**config.mk**
```make
export PLATFORM = sky130hd
export DESIGN_NAME = aitime_engine
export DESIGN_NICKNAME = d
export VERILOG_FILES = /design/src/hdl/aitime_pkg.sv /design/src/hdl/aitime_engine.sv
export SDC_FILE = /design/constraint.sdc
export NUM_CORES = 1
export LEC_CHECK = 0
export BUFFER_PORTS_ARGS = -buffer_cell sky130_fd_sc_hd__buf_2
export CORE_ASPECT_RATIO = 1.1
export CORE_MARGIN = 2
export CORE_UTILIZATION = 47
export CTS_CLUSTER_DIAMETER = 120
export DETAILED_ROUTE_END_ITERATION = 12
export GPL_ROUTABILITY_DRIVEN = 0
export PLACE_DENSITY = 0.7
export REMOVE_ABC_BUFFERS = 1
export SLEW_MARGIN = 20
export SYNTH_ARGS = -nofsm -noshare
export SYNTH_HDL_FRONTEND = slang
export SYNTH_SLANG_ARGS = --single-unit
```
**constraint.sdc**
```tcl
create_clock -name clock_i -period 8.5 [get_ports clock_i]
set_input_delay 0.425 -clock clock_i [delete_from_list [all_inputs] [get_ports clock_i]]
set_output_delay 0.425 -clock clock_i [all_outputs]
set_load 0.01 [all_outputs]
```
**src/hdl/aitime_pkg.sv**
```systemverilog
// package: register map, field layouts and constants of the analog input timing engine
package aitime_pkg;

  // ----------------------------------------------------------------
  // register indices (word addresses on the plain register port)
  // ----------------------------------------------------------------
  localparam logic [3:0] AITIME_REG_CTRL    = 4'h0;
  localparam logic [3:0] AITIME_REG_SRC     = 4'h1;
  localparam logic [3:0] AITIME_REG_SCANDIV = 4'h2;
  localparam logic [3:0] AITIME_REG_CONVDIV = 4'h3;
  localparam logic [3:0] AITIME_REG_CONVDLY = 4'h4;
  localparam logic [3:0] AITIME_REG_NCHAN   = 4'h5;
  localparam logic [3:0] AITIME_REG_BUFSZ   = 4'h6;
  localparam logic [3:0] AITIME_REG_PRETRIG = 4'h7;
  localparam logic [3:0] AITIME_REG_STATUS  = 4'h8;
  localparam logic [3:0] AITIME_REG_SCNT    = 4'h9;

  // ----------------------------------------------------------------
  // control register bits (write only commands, none stored)
  // ----------------------------------------------------------------
  localparam int AITIME_CTRL_SW_START = 0;  // command pulse
  localparam int AITIME_CTRL_SW_STOP  = 1;  // command pulse
  localparam int AITIME_CTRL_SW_SCAN  = 2;  // command pulse

  // ----------------------------------------------------------------
  // source / mode register bits
  // ----------------------------------------------------------------
  localparam int AITIME_SRC_BEGIN_HW    = 0;  // 1: hardware begin trigger, 0: software
  localparam int AITIME_SRC_BEGIN_FALL  = 1;
  localparam int AITIME_SRC_STOP_EN     = 2;  // stop-trigger (pretrigger) acquisition
  localparam int AITIME_SRC_STOP_FALL   = 3;
  localparam int AITIME_SRC_SCAN_SEL    = 4;  // 2 bits: scan strobe source
  localparam int AITIME_SRC_SCAN_FALL   = 6;
  localparam int AITIME_SRC_CONV_SEL    = 7;  // 2 bits: conversion strobe source
  localparam int AITIME_SRC_CONV_FALL   = 9;
  localparam int AITIME_SRC_CTB_SEL     = 10; // 1: scan timebase, 0: 20 MHz timebase
  localparam int AITIME_SRC_STB_FALL    = 11; // scan timebase active edge
  localparam int AITIME_SRC_HOLD_LOW    = 12; // hold-done pulse active low
  localparam int AITIME_SRC_CONTINUOUS  = 13;
  localparam int AITIME_SRC_SHARED      = 14; // one external signal as scan and conversion
  localparam int AITIME_SRC_W           = 15;

  // strobe source encodings
  localparam logic [1:0] AITIME_SEL_DIVIDED = 2'h0;
  localparam logic [1:0] AITIME_SEL_COUNTER = 2'h1;
  localparam logic [1:0] AITIME_SEL_EXT     = 2'h2;
  localparam logic [1:0] AITIME_SEL_SW      = 2'h3;

  // ----------------------------------------------------------------
  // widths and reset values
  // ----------------------------------------------------------------
  localparam int AITIME_CNT_W = 24;
  localparam int AITIME_CH_W  = 8;
  localparam logic [AITIME_CNT_W-1:0] AITIME_DIV_RST   = 24'h000004;
  localparam logic [AITIME_CNT_W-1:0] AITIME_CDLY_RST  = 24'h000003; // three timebase ticks
  localparam logic [AITIME_CH_W-1:0]  AITIME_NCHAN_RST = 8'h01;
  localparam logic [AITIME_CNT_W-1:0] AITIME_BUF_RST   = 24'h000010;
  localparam logic [AITIME_CNT_W-1:0] AITIME_PRE_RST   = 24'h000004;
  localparam logic [AITIME_CNT_W-1:0] AITIME_CNT_ONE   = 24'h000001;
  localparam logic [AITIME_CH_W-1:0]  AITIME_CH_ONE    = 8'h01;

  // 20 MHz internal timebase from the 50 MHz clock: period 50 ns
  localparam int AITIME_CLK_HZ   = 50_000_000;
  localparam int AITIME_TB20_HZ  = 20_000_000;
  localparam logic [2:0] AITIME_TB20_ACC = 3'(AITIME_TB20_HZ / 10_000_000); // add 2
  localparam logic [2:0] AITIME_TB20_MOD = 3'(AITIME_CLK_HZ / 10_000_000);  // wrap at 5

  // acquisition states
  typedef enum logic [2:0] {
    AITIME_IDLE,
    AITIME_ARMED,
    AITIME_PRE,
    AITIME_WATCH,
    AITIME_POST,
    AITIME_RUN
  } aitime_acq_t;

  // external terminal inputs
  typedef struct packed {
    logic begin_trig;
    logic stop_trig;
    logic scan_ext;
    logic conv_ext;
    logic scan_tb;
    logic ctr_out;
  } aitime_term_t;

  // routed outputs
  typedef struct packed {
    logic conv_strobe_n;
    logic scan_strobe;
    logic hold_done;
    logic begin_pulse;
    logic stop_pulse;
  } aitime_route_t;

endpackage : aitime_pkg

```
**src/hdl/aitime_engine.sv**
```systemverilog
// analog input timing and triggering engine
//
// The address-and-strobe port and the register addresses are this design's own decisions.
`timescale 1ns/1ns
// ------------------------------------------------------------------
// ------------------------------------------------------------------
module aitime_engine
  import aitime_pkg::*;
(
  input  wire logic                    clock_i,
  input  wire logic                    rst_i,
  input  wire logic [3:0]              reg_addr_i,
  input  wire logic [31:0]             reg_wdata_i,
  input  wire logic                    reg_wr_i,
  input  wire logic                    reg_rd_i,
  output logic      [31:0]             reg_rdata_o,
  input  wire aitime_term_t            term_i,
  output aitime_route_t                route_o,
  output logic                         adc_start_o,
  output logic                         sample_store_o,
  output logic                         sample_discard_o,
  output logic                         acq_active_o
);

  // ----------------------------------------------------------------
  // input synchronisers
  // ----------------------------------------------------------------
  aitime_term_t meta_r;
  aitime_term_t sync_r;
  aitime_term_t prev_r;

  // first stage is read only by the second stage
  always_ff @(posedge clock_i or posedge rst_i) begin
    if (rst_i) begin
      meta_r <= '0;
      sync_r <= '0;
      prev_r <= '0;
    end else begin
      meta_r <= term_i;
      sync_r <= meta_r;
      prev_r <= sync_r;
    end
  end

  // ----------------------------------------------------------------
  // registers
  // ----------------------------------------------------------------
  logic [AITIME_SRC_W-1:0] src_r;
  logic [AITIME_CNT_W-1:0] scan_div_r;
  logic [AITIME_CNT_W-1:0] conv_div_r;
  logic [AITIME_CNT_W-1:0] conv_dly_r;
  logic [AITIME_CH_W-1:0]  nchan_r;
  logic [AITIME_CNT_W-1:0] buf_sz_r;
  logic [AITIME_CNT_W-1:0] pre_cnt_r;
  logic                    wr_ctrl;

  assign wr_ctrl = reg_wr_i && (reg_addr_i == AITIME_REG_CTRL);

  // configuration registers
  always_ff @(posedge clock_i or posedge rst_i) begin
    if (rst_i) begin
      src_r      <= '0;
      scan_div_r <= AITIME_DIV_RST;
      conv_div_r <= AITIME_DIV_RST;
      conv_dly_r <= AITIME_CDLY_RST;
      nchan_r    <= AITIME_NCHAN_RST;
      buf_sz_r   <= AITIME_BUF_RST;
      pre_cnt_r  <= AITIME_PRE_RST;
    end else if (reg_wr_i) begin
      case (reg_addr_i)
        AITIME_REG_SRC:     src_r      <= reg_wdata_i[AITIME_SRC_W-1:0];
        AITIME_REG_SCANDIV: scan_div_r <= reg_wdata_i[AITIME_CNT_W-1:0];
        AITIME_REG_CONVDIV: conv_div_r <= reg_wdata_i[AITIME_CNT_W-1:0];
        AITIME_REG_CONVDLY: conv_dly_r <= reg_wdata_i[AITIME_CNT_W-1:0];
        AITIME_REG_NCHAN:   nchan_r    <= reg_wdata_i[AITIME_CH_W-1:0];
        AITIME_REG_BUFSZ:   buf_sz_r   <= reg_wdata_i[AITIME_CNT_W-1:0];
        AITIME_REG_PRETRIG: pre_cnt_r  <= reg_wdata_i[AITIME_CNT_W-1:0];
        default: ;
      endcase
    end
  end

  // ----------------------------------------------------------------
  // edge detection and timebases
  // ----------------------------------------------------------------
  function automatic logic edge_f(input logic cur, input logic prv, input logic fall);
    edge_f = fall ? (prv && !cur) : (cur && !prv);
  endfunction : edge_f

  logic       begin_edge;
  logic       stop_edge;
  logic       scan_ext_edge;
  logic       conv_ext_edge;
  logic       stb_tick;
  logic       ctr_edge;
  logic       tb20_tick;
  logic       ctb_tick;
  logic [2:0] tb20_acc_r;

  assign begin_edge    = edge_f(sync_r.begin_trig, prev_r.begin_trig, src_r[AITIME_SRC_BEGIN_FALL]);
  assign stop_edge     = edge_f(sync_r.stop_trig, prev_r.stop_trig, src_r[AITIME_SRC_STOP_FALL]);
  assign scan_ext_edge = edge_f(sync_r.scan_ext, prev_r.scan_ext, src_r[AITIME_SRC_SCAN_FALL]);
  assign conv_ext_edge = edge_f(sync_r.conv_ext, prev_r.conv_ext, src_r[AITIME_SRC_CONV_FALL]);
  assign stb_tick      = edge_f(sync_r.scan_tb, prev_r.scan_tb, src_r[AITIME_SRC_STB_FALL]);
  assign ctr_edge      = edge_f(sync_r.ctr_out, prev_r.ctr_out, 1'b0);
  // conversion timebase stays internal, no output exists for it
  assign ctb_tick      = src_r[AITIME_SRC_CTB_SEL] ? stb_tick : tb20_tick;

  // fractional accumulator: two ticks every five clocks gives 20 MHz on average
  always_ff @(posedge clock_i or posedge rst_i) begin
    if (rst_i) begin
      tb20_acc_r <= '0;
    end else if (tb20_acc_r + AITIME_TB20_ACC >= AITIME_TB20_MOD) begin
      tb20_acc_r <= 3'(tb20_acc_r + AITIME_TB20_ACC - AITIME_TB20_MOD);
    end else begin
      tb20_acc_r <= 3'(tb20_acc_r + AITIME_TB20_ACC);
    end
  end
  assign tb20_tick = (tb20_acc_r + AITIME_TB20_ACC >= AITIME_TB20_MOD);

  // ----------------------------------------------------------------
  // acquisition control
  // ----------------------------------------------------------------
  aitime_acq_t             acq_r;
  logic [AITIME_CNT_W-1:0] samp_cnt_r;
  logic [AITIME_CNT_W-1:0] fill_r;
  logic                    scan_acc;
  logic                    running;
  logic                    sw_start;
  logic                    sw_stop;
  logic                    begin_hit;
  logic                    start_acq;
  logic                    count_done;

  assign sw_start  = wr_ctrl && reg_wdata_i[AITIME_CTRL_SW_START];
  assign sw_stop   = wr_ctrl && reg_wdata_i[AITIME_CTRL_SW_STOP];
  assign begin_hit = src_r[AITIME_SRC_BEGIN_HW] ? begin_edge : sw_start;
  assign running   = (acq_r == AITIME_PRE) || (acq_r == AITIME_WATCH) ||
                     (acq_r == AITIME_POST) || (acq_r == AITIME_RUN);
  // a hardware begin edge only counts once software has armed; a stop in the same cycle wins
  assign start_acq  = begin_hit && !sw_stop &&
                      ((acq_r == AITIME_IDLE && !src_r[AITIME_SRC_BEGIN_HW]) || acq_r == AITIME_ARMED);
  // a finished count refuses the strobe that would slip in before the state moves on
  assign count_done = (samp_cnt_r == '0) &&
                      (acq_r == AITIME_POST || (acq_r == AITIME_RUN && !src_r[AITIME_SRC_CONTINUOUS]));

  // samples are counted at scan acceptance
  always_ff @(posedge clock_i or posedge rst_i) begin
    if (rst_i) begin
      acq_r      <= AITIME_IDLE;
      samp_cnt_r <= '0;
    end else if (sw_stop) begin
      acq_r <= AITIME_IDLE;
    end else begin
      case (acq_r)
        AITIME_IDLE: begin
          if (sw_start && src_r[AITIME_SRC_BEGIN_HW]) begin
            acq_r <= AITIME_ARMED;
          end else if (start_acq) begin
            acq_r      <= src_r[AITIME_SRC_STOP_EN] ? AITIME_PRE : AITIME_RUN;
            samp_cnt_r <= src_r[AITIME_SRC_STOP_EN] ? pre_cnt_r : buf_sz_r;
          end
        end
        AITIME_ARMED: begin
          if (start_acq) begin
            acq_r      <= src_r[AITIME_SRC_STOP_EN] ? AITIME_PRE : AITIME_RUN;
            samp_cnt_r <= src_r[AITIME_SRC_STOP_EN] ? pre_cnt_r : buf_sz_r;
          end
        end
        AITIME_PRE: begin
          if (samp_cnt_r == '0) begin
            acq_r <= AITIME_WATCH;
          end else if (scan_acc) begin
            samp_cnt_r <= samp_cnt_r - AITIME_CNT_ONE;
          end
        end
        AITIME_WATCH: begin
          // pretrigger count reached: now a stop edge counts
          if (stop_edge) begin
            acq_r      <= AITIME_POST;
            samp_cnt_r <= 24'(buf_sz_r - pre_cnt_r);
          end
        end
        AITIME_POST: begin
          if (samp_cnt_r == '0) begin
            acq_r <= AITIME_IDLE;
          end else if (scan_acc) begin
            samp_cnt_r <= samp_cnt_r - AITIME_CNT_ONE;
          end
        end
        AITIME_RUN: begin
          if (!src_r[AITIME_SRC_CONTINUOUS]) begin
            if (samp_cnt_r == '0) begin
              acq_r <= AITIME_IDLE;
            end else if (scan_acc) begin
              samp_cnt_r <= samp_cnt_r - AITIME_CNT_ONE;
            end
          end
        end
        default: acq_r <= AITIME_IDLE;
      endcase
    end
  end

  // buffer fill level; oldest dropped once full while waiting for the stop trigger
  always_ff @(posedge clock_i or posedge rst_i) begin
    if (rst_i) begin
      fill_r <= '0;
    end else if (start_acq) begin
      fill_r <= '0;
    end else if (scan_acc && fill_r != buf_sz_r) begin
      fill_r <= fill_r + AITIME_CNT_ONE;
    end
  end

  // ----------------------------------------------------------------
  // scan strobe generation
  // ----------------------------------------------------------------
  logic [AITIME_CNT_W-1:0] scan_cnt_r;
  logic                    scan_div_hit;
  logic                    scan_raw;
  logic                    shared;

  assign shared       = src_r[AITIME_SRC_SHARED];
  assign scan_div_hit = stb_tick && (scan_cnt_r == '0);

  // scan divider runs only during an acquisition
  always_ff @(posedge clock_i or posedge rst_i) begin
    if (rst_i) begin
      scan_cnt_r <= '0;
    end else if (!running) begin
      scan_cnt_r <= scan_div_r;
    end else if (stb_tick) begin
      scan_cnt_r <= (scan_cnt_r == '0) ? scan_div_r : scan_cnt_r - AITIME_CNT_ONE;
    end
  end

  always_comb begin
    case (src_r[AITIME_SRC_SCAN_SEL +: 2])
      AITIME_SEL_DIVIDED: scan_raw = scan_div_hit;
      AITIME_SEL_COUNTER: scan_raw = ctr_edge;
      AITIME_SEL_EXT:     scan_raw = scan_ext_edge;
      default:            scan_raw = wr_ctrl && reg_wdata_i[AITIME_CTRL_SW_SCAN];
    endcase
    if (shared) begin
      scan_raw = conv_ext_edge;
    end
  end

  // ----------------------------------------------------------------
  // conversion sequencing
  // ----------------------------------------------------------------
  logic                    in_scan_r;
  logic [AITIME_CH_W-1:0]  conv_left_r;
  logic [AITIME_CNT_W-1:0] conv_cnt_r;
  logic                    conv_int;
  logic                    conv_raw;
  logic                    conv_acc;
  logic                    last_conv;

  // gating: nothing before begin trigger, one scan at a time
  assign scan_acc  = running && !count_done && scan_raw && (!in_scan_r || shared);
  assign conv_int  = in_scan_r && ctb_tick && (conv_cnt_r == '0);
  always_comb begin
    case (src_r[AITIME_SRC_CONV_SEL +: 2])
      AITIME_SEL_DIVIDED: conv_raw = conv_int;
      AITIME_SEL_COUNTER: conv_raw = ctr_edge;
      default:            conv_raw = conv_ext_edge;
    endcase
  end
  // shared mode: every external tick is a single conversion
  assign conv_acc  = running && (shared ? scan_acc : (in_scan_r && conv_raw));
  assign last_conv = (conv_left_r == AITIME_CH_ONE);

  always_ff @(posedge clock_i or posedge rst_i) begin
    if (rst_i) begin
      in_scan_r   <= 1'b0;
      conv_left_r <= '0;
    end else if (!running) begin
      in_scan_r <= 1'b0;
    end else if (scan_acc && !shared) begin
      in_scan_r   <= 1'b1;
      conv_left_r <= nchan_r;
    end else if (conv_acc && !shared) begin
      conv_left_r <= conv_left_r - AITIME_CH_ONE;
      in_scan_r   <= !last_conv;
    end
  end

  // internal conversion divider: first reload is the scan-to-conversion delay
  always_ff @(posedge clock_i or posedge rst_i) begin
    if (rst_i) begin
      conv_cnt_r <= '0;
    end else if (scan_acc || !in_scan_r) begin
      conv_cnt_r <= conv_dly_r - AITIME_CNT_ONE;
    end else if (ctb_tick) begin
      conv_cnt_r <= (conv_cnt_r == '0) ? conv_div_r - AITIME_CNT_ONE : conv_cnt_r - AITIME_CNT_ONE;
    end
  end

  // ----------------------------------------------------------------
  // outputs
  // ----------------------------------------------------------------
  logic scan_store_r;

  always_ff @(posedge clock_i or posedge rst_i) begin
    if (rst_i) begin
      adc_start_o      <= 1'b0;
      route_o          <= '0;
      route_o.conv_strobe_n <= 1'b1;
      sample_store_o   <= 1'b0;
      sample_discard_o <= 1'b0;
      acq_active_o     <= 1'b0;
      scan_store_r     <= 1'b0;
    end else begin
      adc_start_o           <= conv_acc;
      route_o.conv_strobe_n <= !conv_acc;
      route_o.scan_strobe   <= scan_acc;
      // hold pulse one clock after conversion start
      route_o.hold_done     <= adc_start_o ^ src_r[AITIME_SRC_HOLD_LOW];
      route_o.begin_pulse   <= start_acq;
      route_o.stop_pulse    <= stop_edge && (acq_r == AITIME_WATCH);
      scan_store_r          <= scan_acc;
      sample_store_o        <= scan_store_r;
      sample_discard_o      <= scan_acc && (acq_r == AITIME_WATCH) && (fill_r == buf_sz_r);
      acq_active_o          <= running;
    end
  end

  // ----------------------------------------------------------------
  // register read port, data one cycle after the strobe
  // ----------------------------------------------------------------
  always_ff @(posedge clock_i or posedge rst_i) begin
    if (rst_i) begin
      reg_rdata_o <= '0;
    end else if (reg_rd_i) begin
      case (reg_addr_i)
        AITIME_REG_SRC:     reg_rdata_o <= 32'(src_r);
        AITIME_REG_SCANDIV: reg_rdata_o <= 32'(scan_div_r);
        AITIME_REG_CONVDIV: reg_rdata_o <= 32'(conv_div_r);
        AITIME_REG_CONVDLY: reg_rdata_o <= 32'(conv_dly_r);
        AITIME_REG_NCHAN:   reg_rdata_o <= 32'(nchan_r);
        AITIME_REG_BUFSZ:   reg_rdata_o <= 32'(buf_sz_r);
        AITIME_REG_PRETRIG: reg_rdata_o <= 32'(pre_cnt_r);
        AITIME_REG_STATUS:  reg_rdata_o <= {24'h000000, conv_left_r[3:0], in_scan_r, acq_r};
        AITIME_REG_SCNT:    reg_rdata_o <= 32'(samp_cnt_r);
        default:            reg_rdata_o <= '0;
      endcase
    end
  end

endmodule : aitime_engine

```
==> impl_summary.txt <==
----------------------------------------------------
[Drt]
  Detailed Route WL ... roughly 50000 um
  Wirelength per Cell ... 22.5 um
  Total via count in the routed design ... 14600
  Number of iterations in the first detailed-routing pass ... 7
  Number of DRC violations after detailed-routing iteration 0 ... roughly 1700
  Remaining design rule violation count ... 0
  Vias per cell ... 6.38
  Number of routed nets with antenna violations ... 0

[STA]
  Worst relative slew slack ... ~25%
  Pin slew with the least headroom to its limit ... 1.12 ns
  Endpoints failing hold ... 0
  Setup repair after global routing missed its margin ... false
  Time the worst path needs with I/O delays and setup ... 4.93 ns
  Period utilization ... 57.9%
  Number of pins with negative max-slew slack in the final report ... 0
  Worst path setup slack after routing ... 3.57 ns
  Top achievable clock speed ... 0.203 GHz
  Clock skew ... around 0.022 ns
  Setup violators final ... 0

[Layout]
  Fraction of final layout cells with drive strength greater than 1 ... 19.4%
  Area Overhead vs Synth ... 11.3%
  Leading cell type in the layout, fill and taps excluded ... dfrtp_1
  Nets ... 1861
  Utilization after layout ... 53.1%
  Summed area of non-filler cells in the final layout ... slightly below 20000 um^2
  Diode count ... 0
  Commonest cells after routing, fill and taps aside ... 297 x dfrtp_1, 149 x mux2_2, 126 x a21oi_1

[Logic synthesis]
  Main combinational cell family by area after synthesis ... compound AO/OA/AOI/OAI gates
  Sequential share of the synthesized area ... approximately 44%
  Simple-gate area share of the yosys netlist ... 14.3%
  Xor and xnor fraction of the mapped netlist area ... between 4 and 5%
  Multiplexer area fraction after synthesis ... 11.6%
  Post-synth top area cell ... dfrtp_1
  Mapped Avg Cell Area ... 10.0 um^2
  Post-synthesis async set-or-reset flop share ... 100%
  Post-Syn Instances ... ~1700
  Distinct cell type count after synthesis ... approximately 90
  Synth top area share ... 42.9%
  Total of flip-flops plus latches after synthesis ... between 300 and 400
  Number of warnings reported in the yosys synthesis log ... 0
  Area fraction in compound gates after synthesis ... around a fifth
  Biggest area contributors in the synthesized netlist ... dfrtp_1 43%, mux2_2 9.7%, a21oi_1 3.6%
  Main flop type after synthesis ... dfrtp_1
  Count of flip-flops with a built-in enable after synthesis ... 0
  Post-synthesis share of cell area spent on full adders, half adders and majority gates ... under 10%
  Mapped Area ... 17300 um^2

[Floorplanning]
  Die height ... 205 um
  Ports placed on the boundary ... 87
  Std-Cell Rows ... 73
  Overall die width ... 187 um
  Starting density of the core ... between 40% and 50%
  Die area ... about 38000 um^2
  Core region area ... roughly 36000 um^2

[Worst setup path]
  Register-to-register path setup slack ... 3.57 ns
  R2r startpoint ... samp_cnt_r[0]$_DFFE_PP0P_
  Crit Reg-Reg Endpoint ... conv_cnt_r[14]$_DFFE_PP0P_
  Worst Path Max Fanout ... 27
  Critical path origin ... samp_cnt_r[0]$_DFFE_PP0P_
  Count of cells along the worst register-to-register path ... 17
  Startpoint types ... flop
  Path type of the worst setup path ... reg2reg
  Critical path endpoint category ... flop
  CP Data Arrival Time ... 5.30 ns
  Critical path capture point ... conv_cnt_r[14]$_DFFE_PP0P_
  Required time of the worst setup path ... 8.88 ns

[Global route]
  Largest net degree at the start of global routing ... between 150 and 200
  GRT Resource Usage Total ... 26.6%
  First-pass GRT wire length ... roughly 80000 um
  Vias in the first global route ... 14000
  Number of antenna violations at the first check in global routing ... 0
  Global route total overflow ... 0

[Clock network]
  Number of clock sinks ... 305
  TritonCTS buffer count ... 34
  Root Buffer ... clkbuf_16
  Clock tree from TritonCTS ... built
  H-tree levels ... 2
  Reg clk slew, reported paths ... 0.06 ns
  Insertion delay to the later sink of the worst-skew pair ... 0.52 ns
  Number of buffers on the longest clock path ... 3

[Placement]
  Number of input and output port buffers inserted ... 70
  Estimated wirelength of the detail-placed design ... roughly 36000 um
  Pre-CTS setup slack ... approximately 3.7 ns
  Placement Cell Area ... 18100 um^2

[Power]
  Total leakage power ... slightly above 8 nW
  Post-layout total power ... roughly 0.0057 W
  Max VDD drop ... 0.000168 V
  Areal power density over the cells ... a little under 300 nW/um^2

[Run status]
  Result of the run ... finished, final reports clean

[Run]
  Max Cap Violations ... 0

[Worst hold path]
  Hold Crit Class ... in2async

----------------------------------------------------
registers in the layout (all words and copies together) (netlist names), 4 cells and up:
signal,flops
fill_r,24
scan_div_r,24
meta_r,6
conv_div_r,24
samp_cnt_r,24
conv_cnt_r,24
buf_sz_r,24
prev_r,6
src_r,15
reg_rdata_o,24
scan_cnt_r,24
conv_dly_r,24
sync_r,6
route_o,4
conv_left_r,8
pre_cnt_r,24
nchan_r,8
metal layers:
layer	vias up	part of all wire (%)	global-route usage (%)
met3	142	8.9	4.95
met2	698	46	42.6
met1	7193	40	34.9
met5	-	0	0
met4	0	4.4	12.7
li1	6577	-	-
per-stage QoR:
stage	hold slack, ns	std cells	TNS [ns]
global placement	0.334	2226	0
floorplan	0.331	1644	-101.80
CTS	0.136	2291	0
finish	0.0608	2291	0
detailed placement	0.335	2226	0
global route	0.181	2291	0
power by group:
group | internal [W] | total (W) | switching (W)
Clock | 0.000879 | 0.00149 | 0.000608
Combinational | 0.000791 | 0.00182 | 0.00103
Sequential | 0.00184 | 0.00239 | 0.000550
cell usage after synthesis, types with 8 or more instances:
cell type / count
or4_1: 13
nand4_1: 16
a221o_1: 8
nor3_1: 42
xor2_1: 33
a21o_1: 24
a31oi_1: 12
o21ai_0: 99
mux2i_1: 33
inv_1: 59
buf_4: 9
a222oi_1: 33
nor2b_1: 12
o22ai_1: 17
nor2_1: 121
o221ai_1: 9
xnor2_1: 54
dfstp_2: 8
o21ai_1: 25
or3_1: 18
o2bb2ai_1: 14
buf_2: 12
nand3_1: 37
nand2b_1: 10
a221oi_1: 17
clkbuf_1: 68
dfrtp_1: 297
and2_1: 9
ha_1: 33
a22oi_1: 39
nand2_1: 114
mux2_2: 149
a21oi_1: 126
nor4_1: 19
worst max-delay path, stage by stage (launching register included):
cell      delay (ns)
dfrtp_1         0.46
inv_1           0.09
ha_1            0.20
nor3b_2         0.35
nand4_2         0.33
nor3_4          0.51
nor2_2          0.08
buf_4           0.25
a211o_1         0.29
o21ai_0         0.12
ha_1            0.32
nand2b_1        0.11
nor4_1          0.17
mux2i_1         0.22
o41ai_4         0.63
o21ai_0         0.31
o21ai_0         0.23
o22ai_1         0.10
logic make-up (layout without fill, tap and decap cells):
logic type / count (synthesis) / after routing
fa+ha+maj: 34 / 34
other cells: 1 / 8
xor+xnor: 87 / 87
flops: 305 / 305
mux: 182 / 182
simple gates: 472 / 472
buf+inv: 154 / 219
compound gates: 497 / 497
cell type report:
type,count,area (um^2)
inverter,59,229
fill,3241,17000
clock buffer,49,998
sequential,305,7640
timing repair buffer,101,611
tap,487,609
multi-input combinational,1280,9070
clock inverter,10,110
worst min-delay path by stage:
stage                                        to  cells past startpoint
floorplan                   sync_r[0]$_DFF_PP0_                      0
global placement            sync_r[5]$_DFF_PP0_                      0
detailed placement          sync_r[0]$_DFF_PP0_                      0
CTS                 reg_rdata_o[20]$_DFFE_PP0P_                      2
global route         scan_cnt_r[19]$_DFFE_PP0P_                      2
finish                   acq_active_o$_DFF_PP0_                      2
what timing repair did:
| item | CTS | global route |
|---|---|---|
| gates resized for setup | 0 | 0 |
| endpoints found under the hold margin | 6 | 0 |
| hold buffers | 6 | 0 |
| buffers inserted | 0 | 0 |
Power figures use the tool's default switching activity.
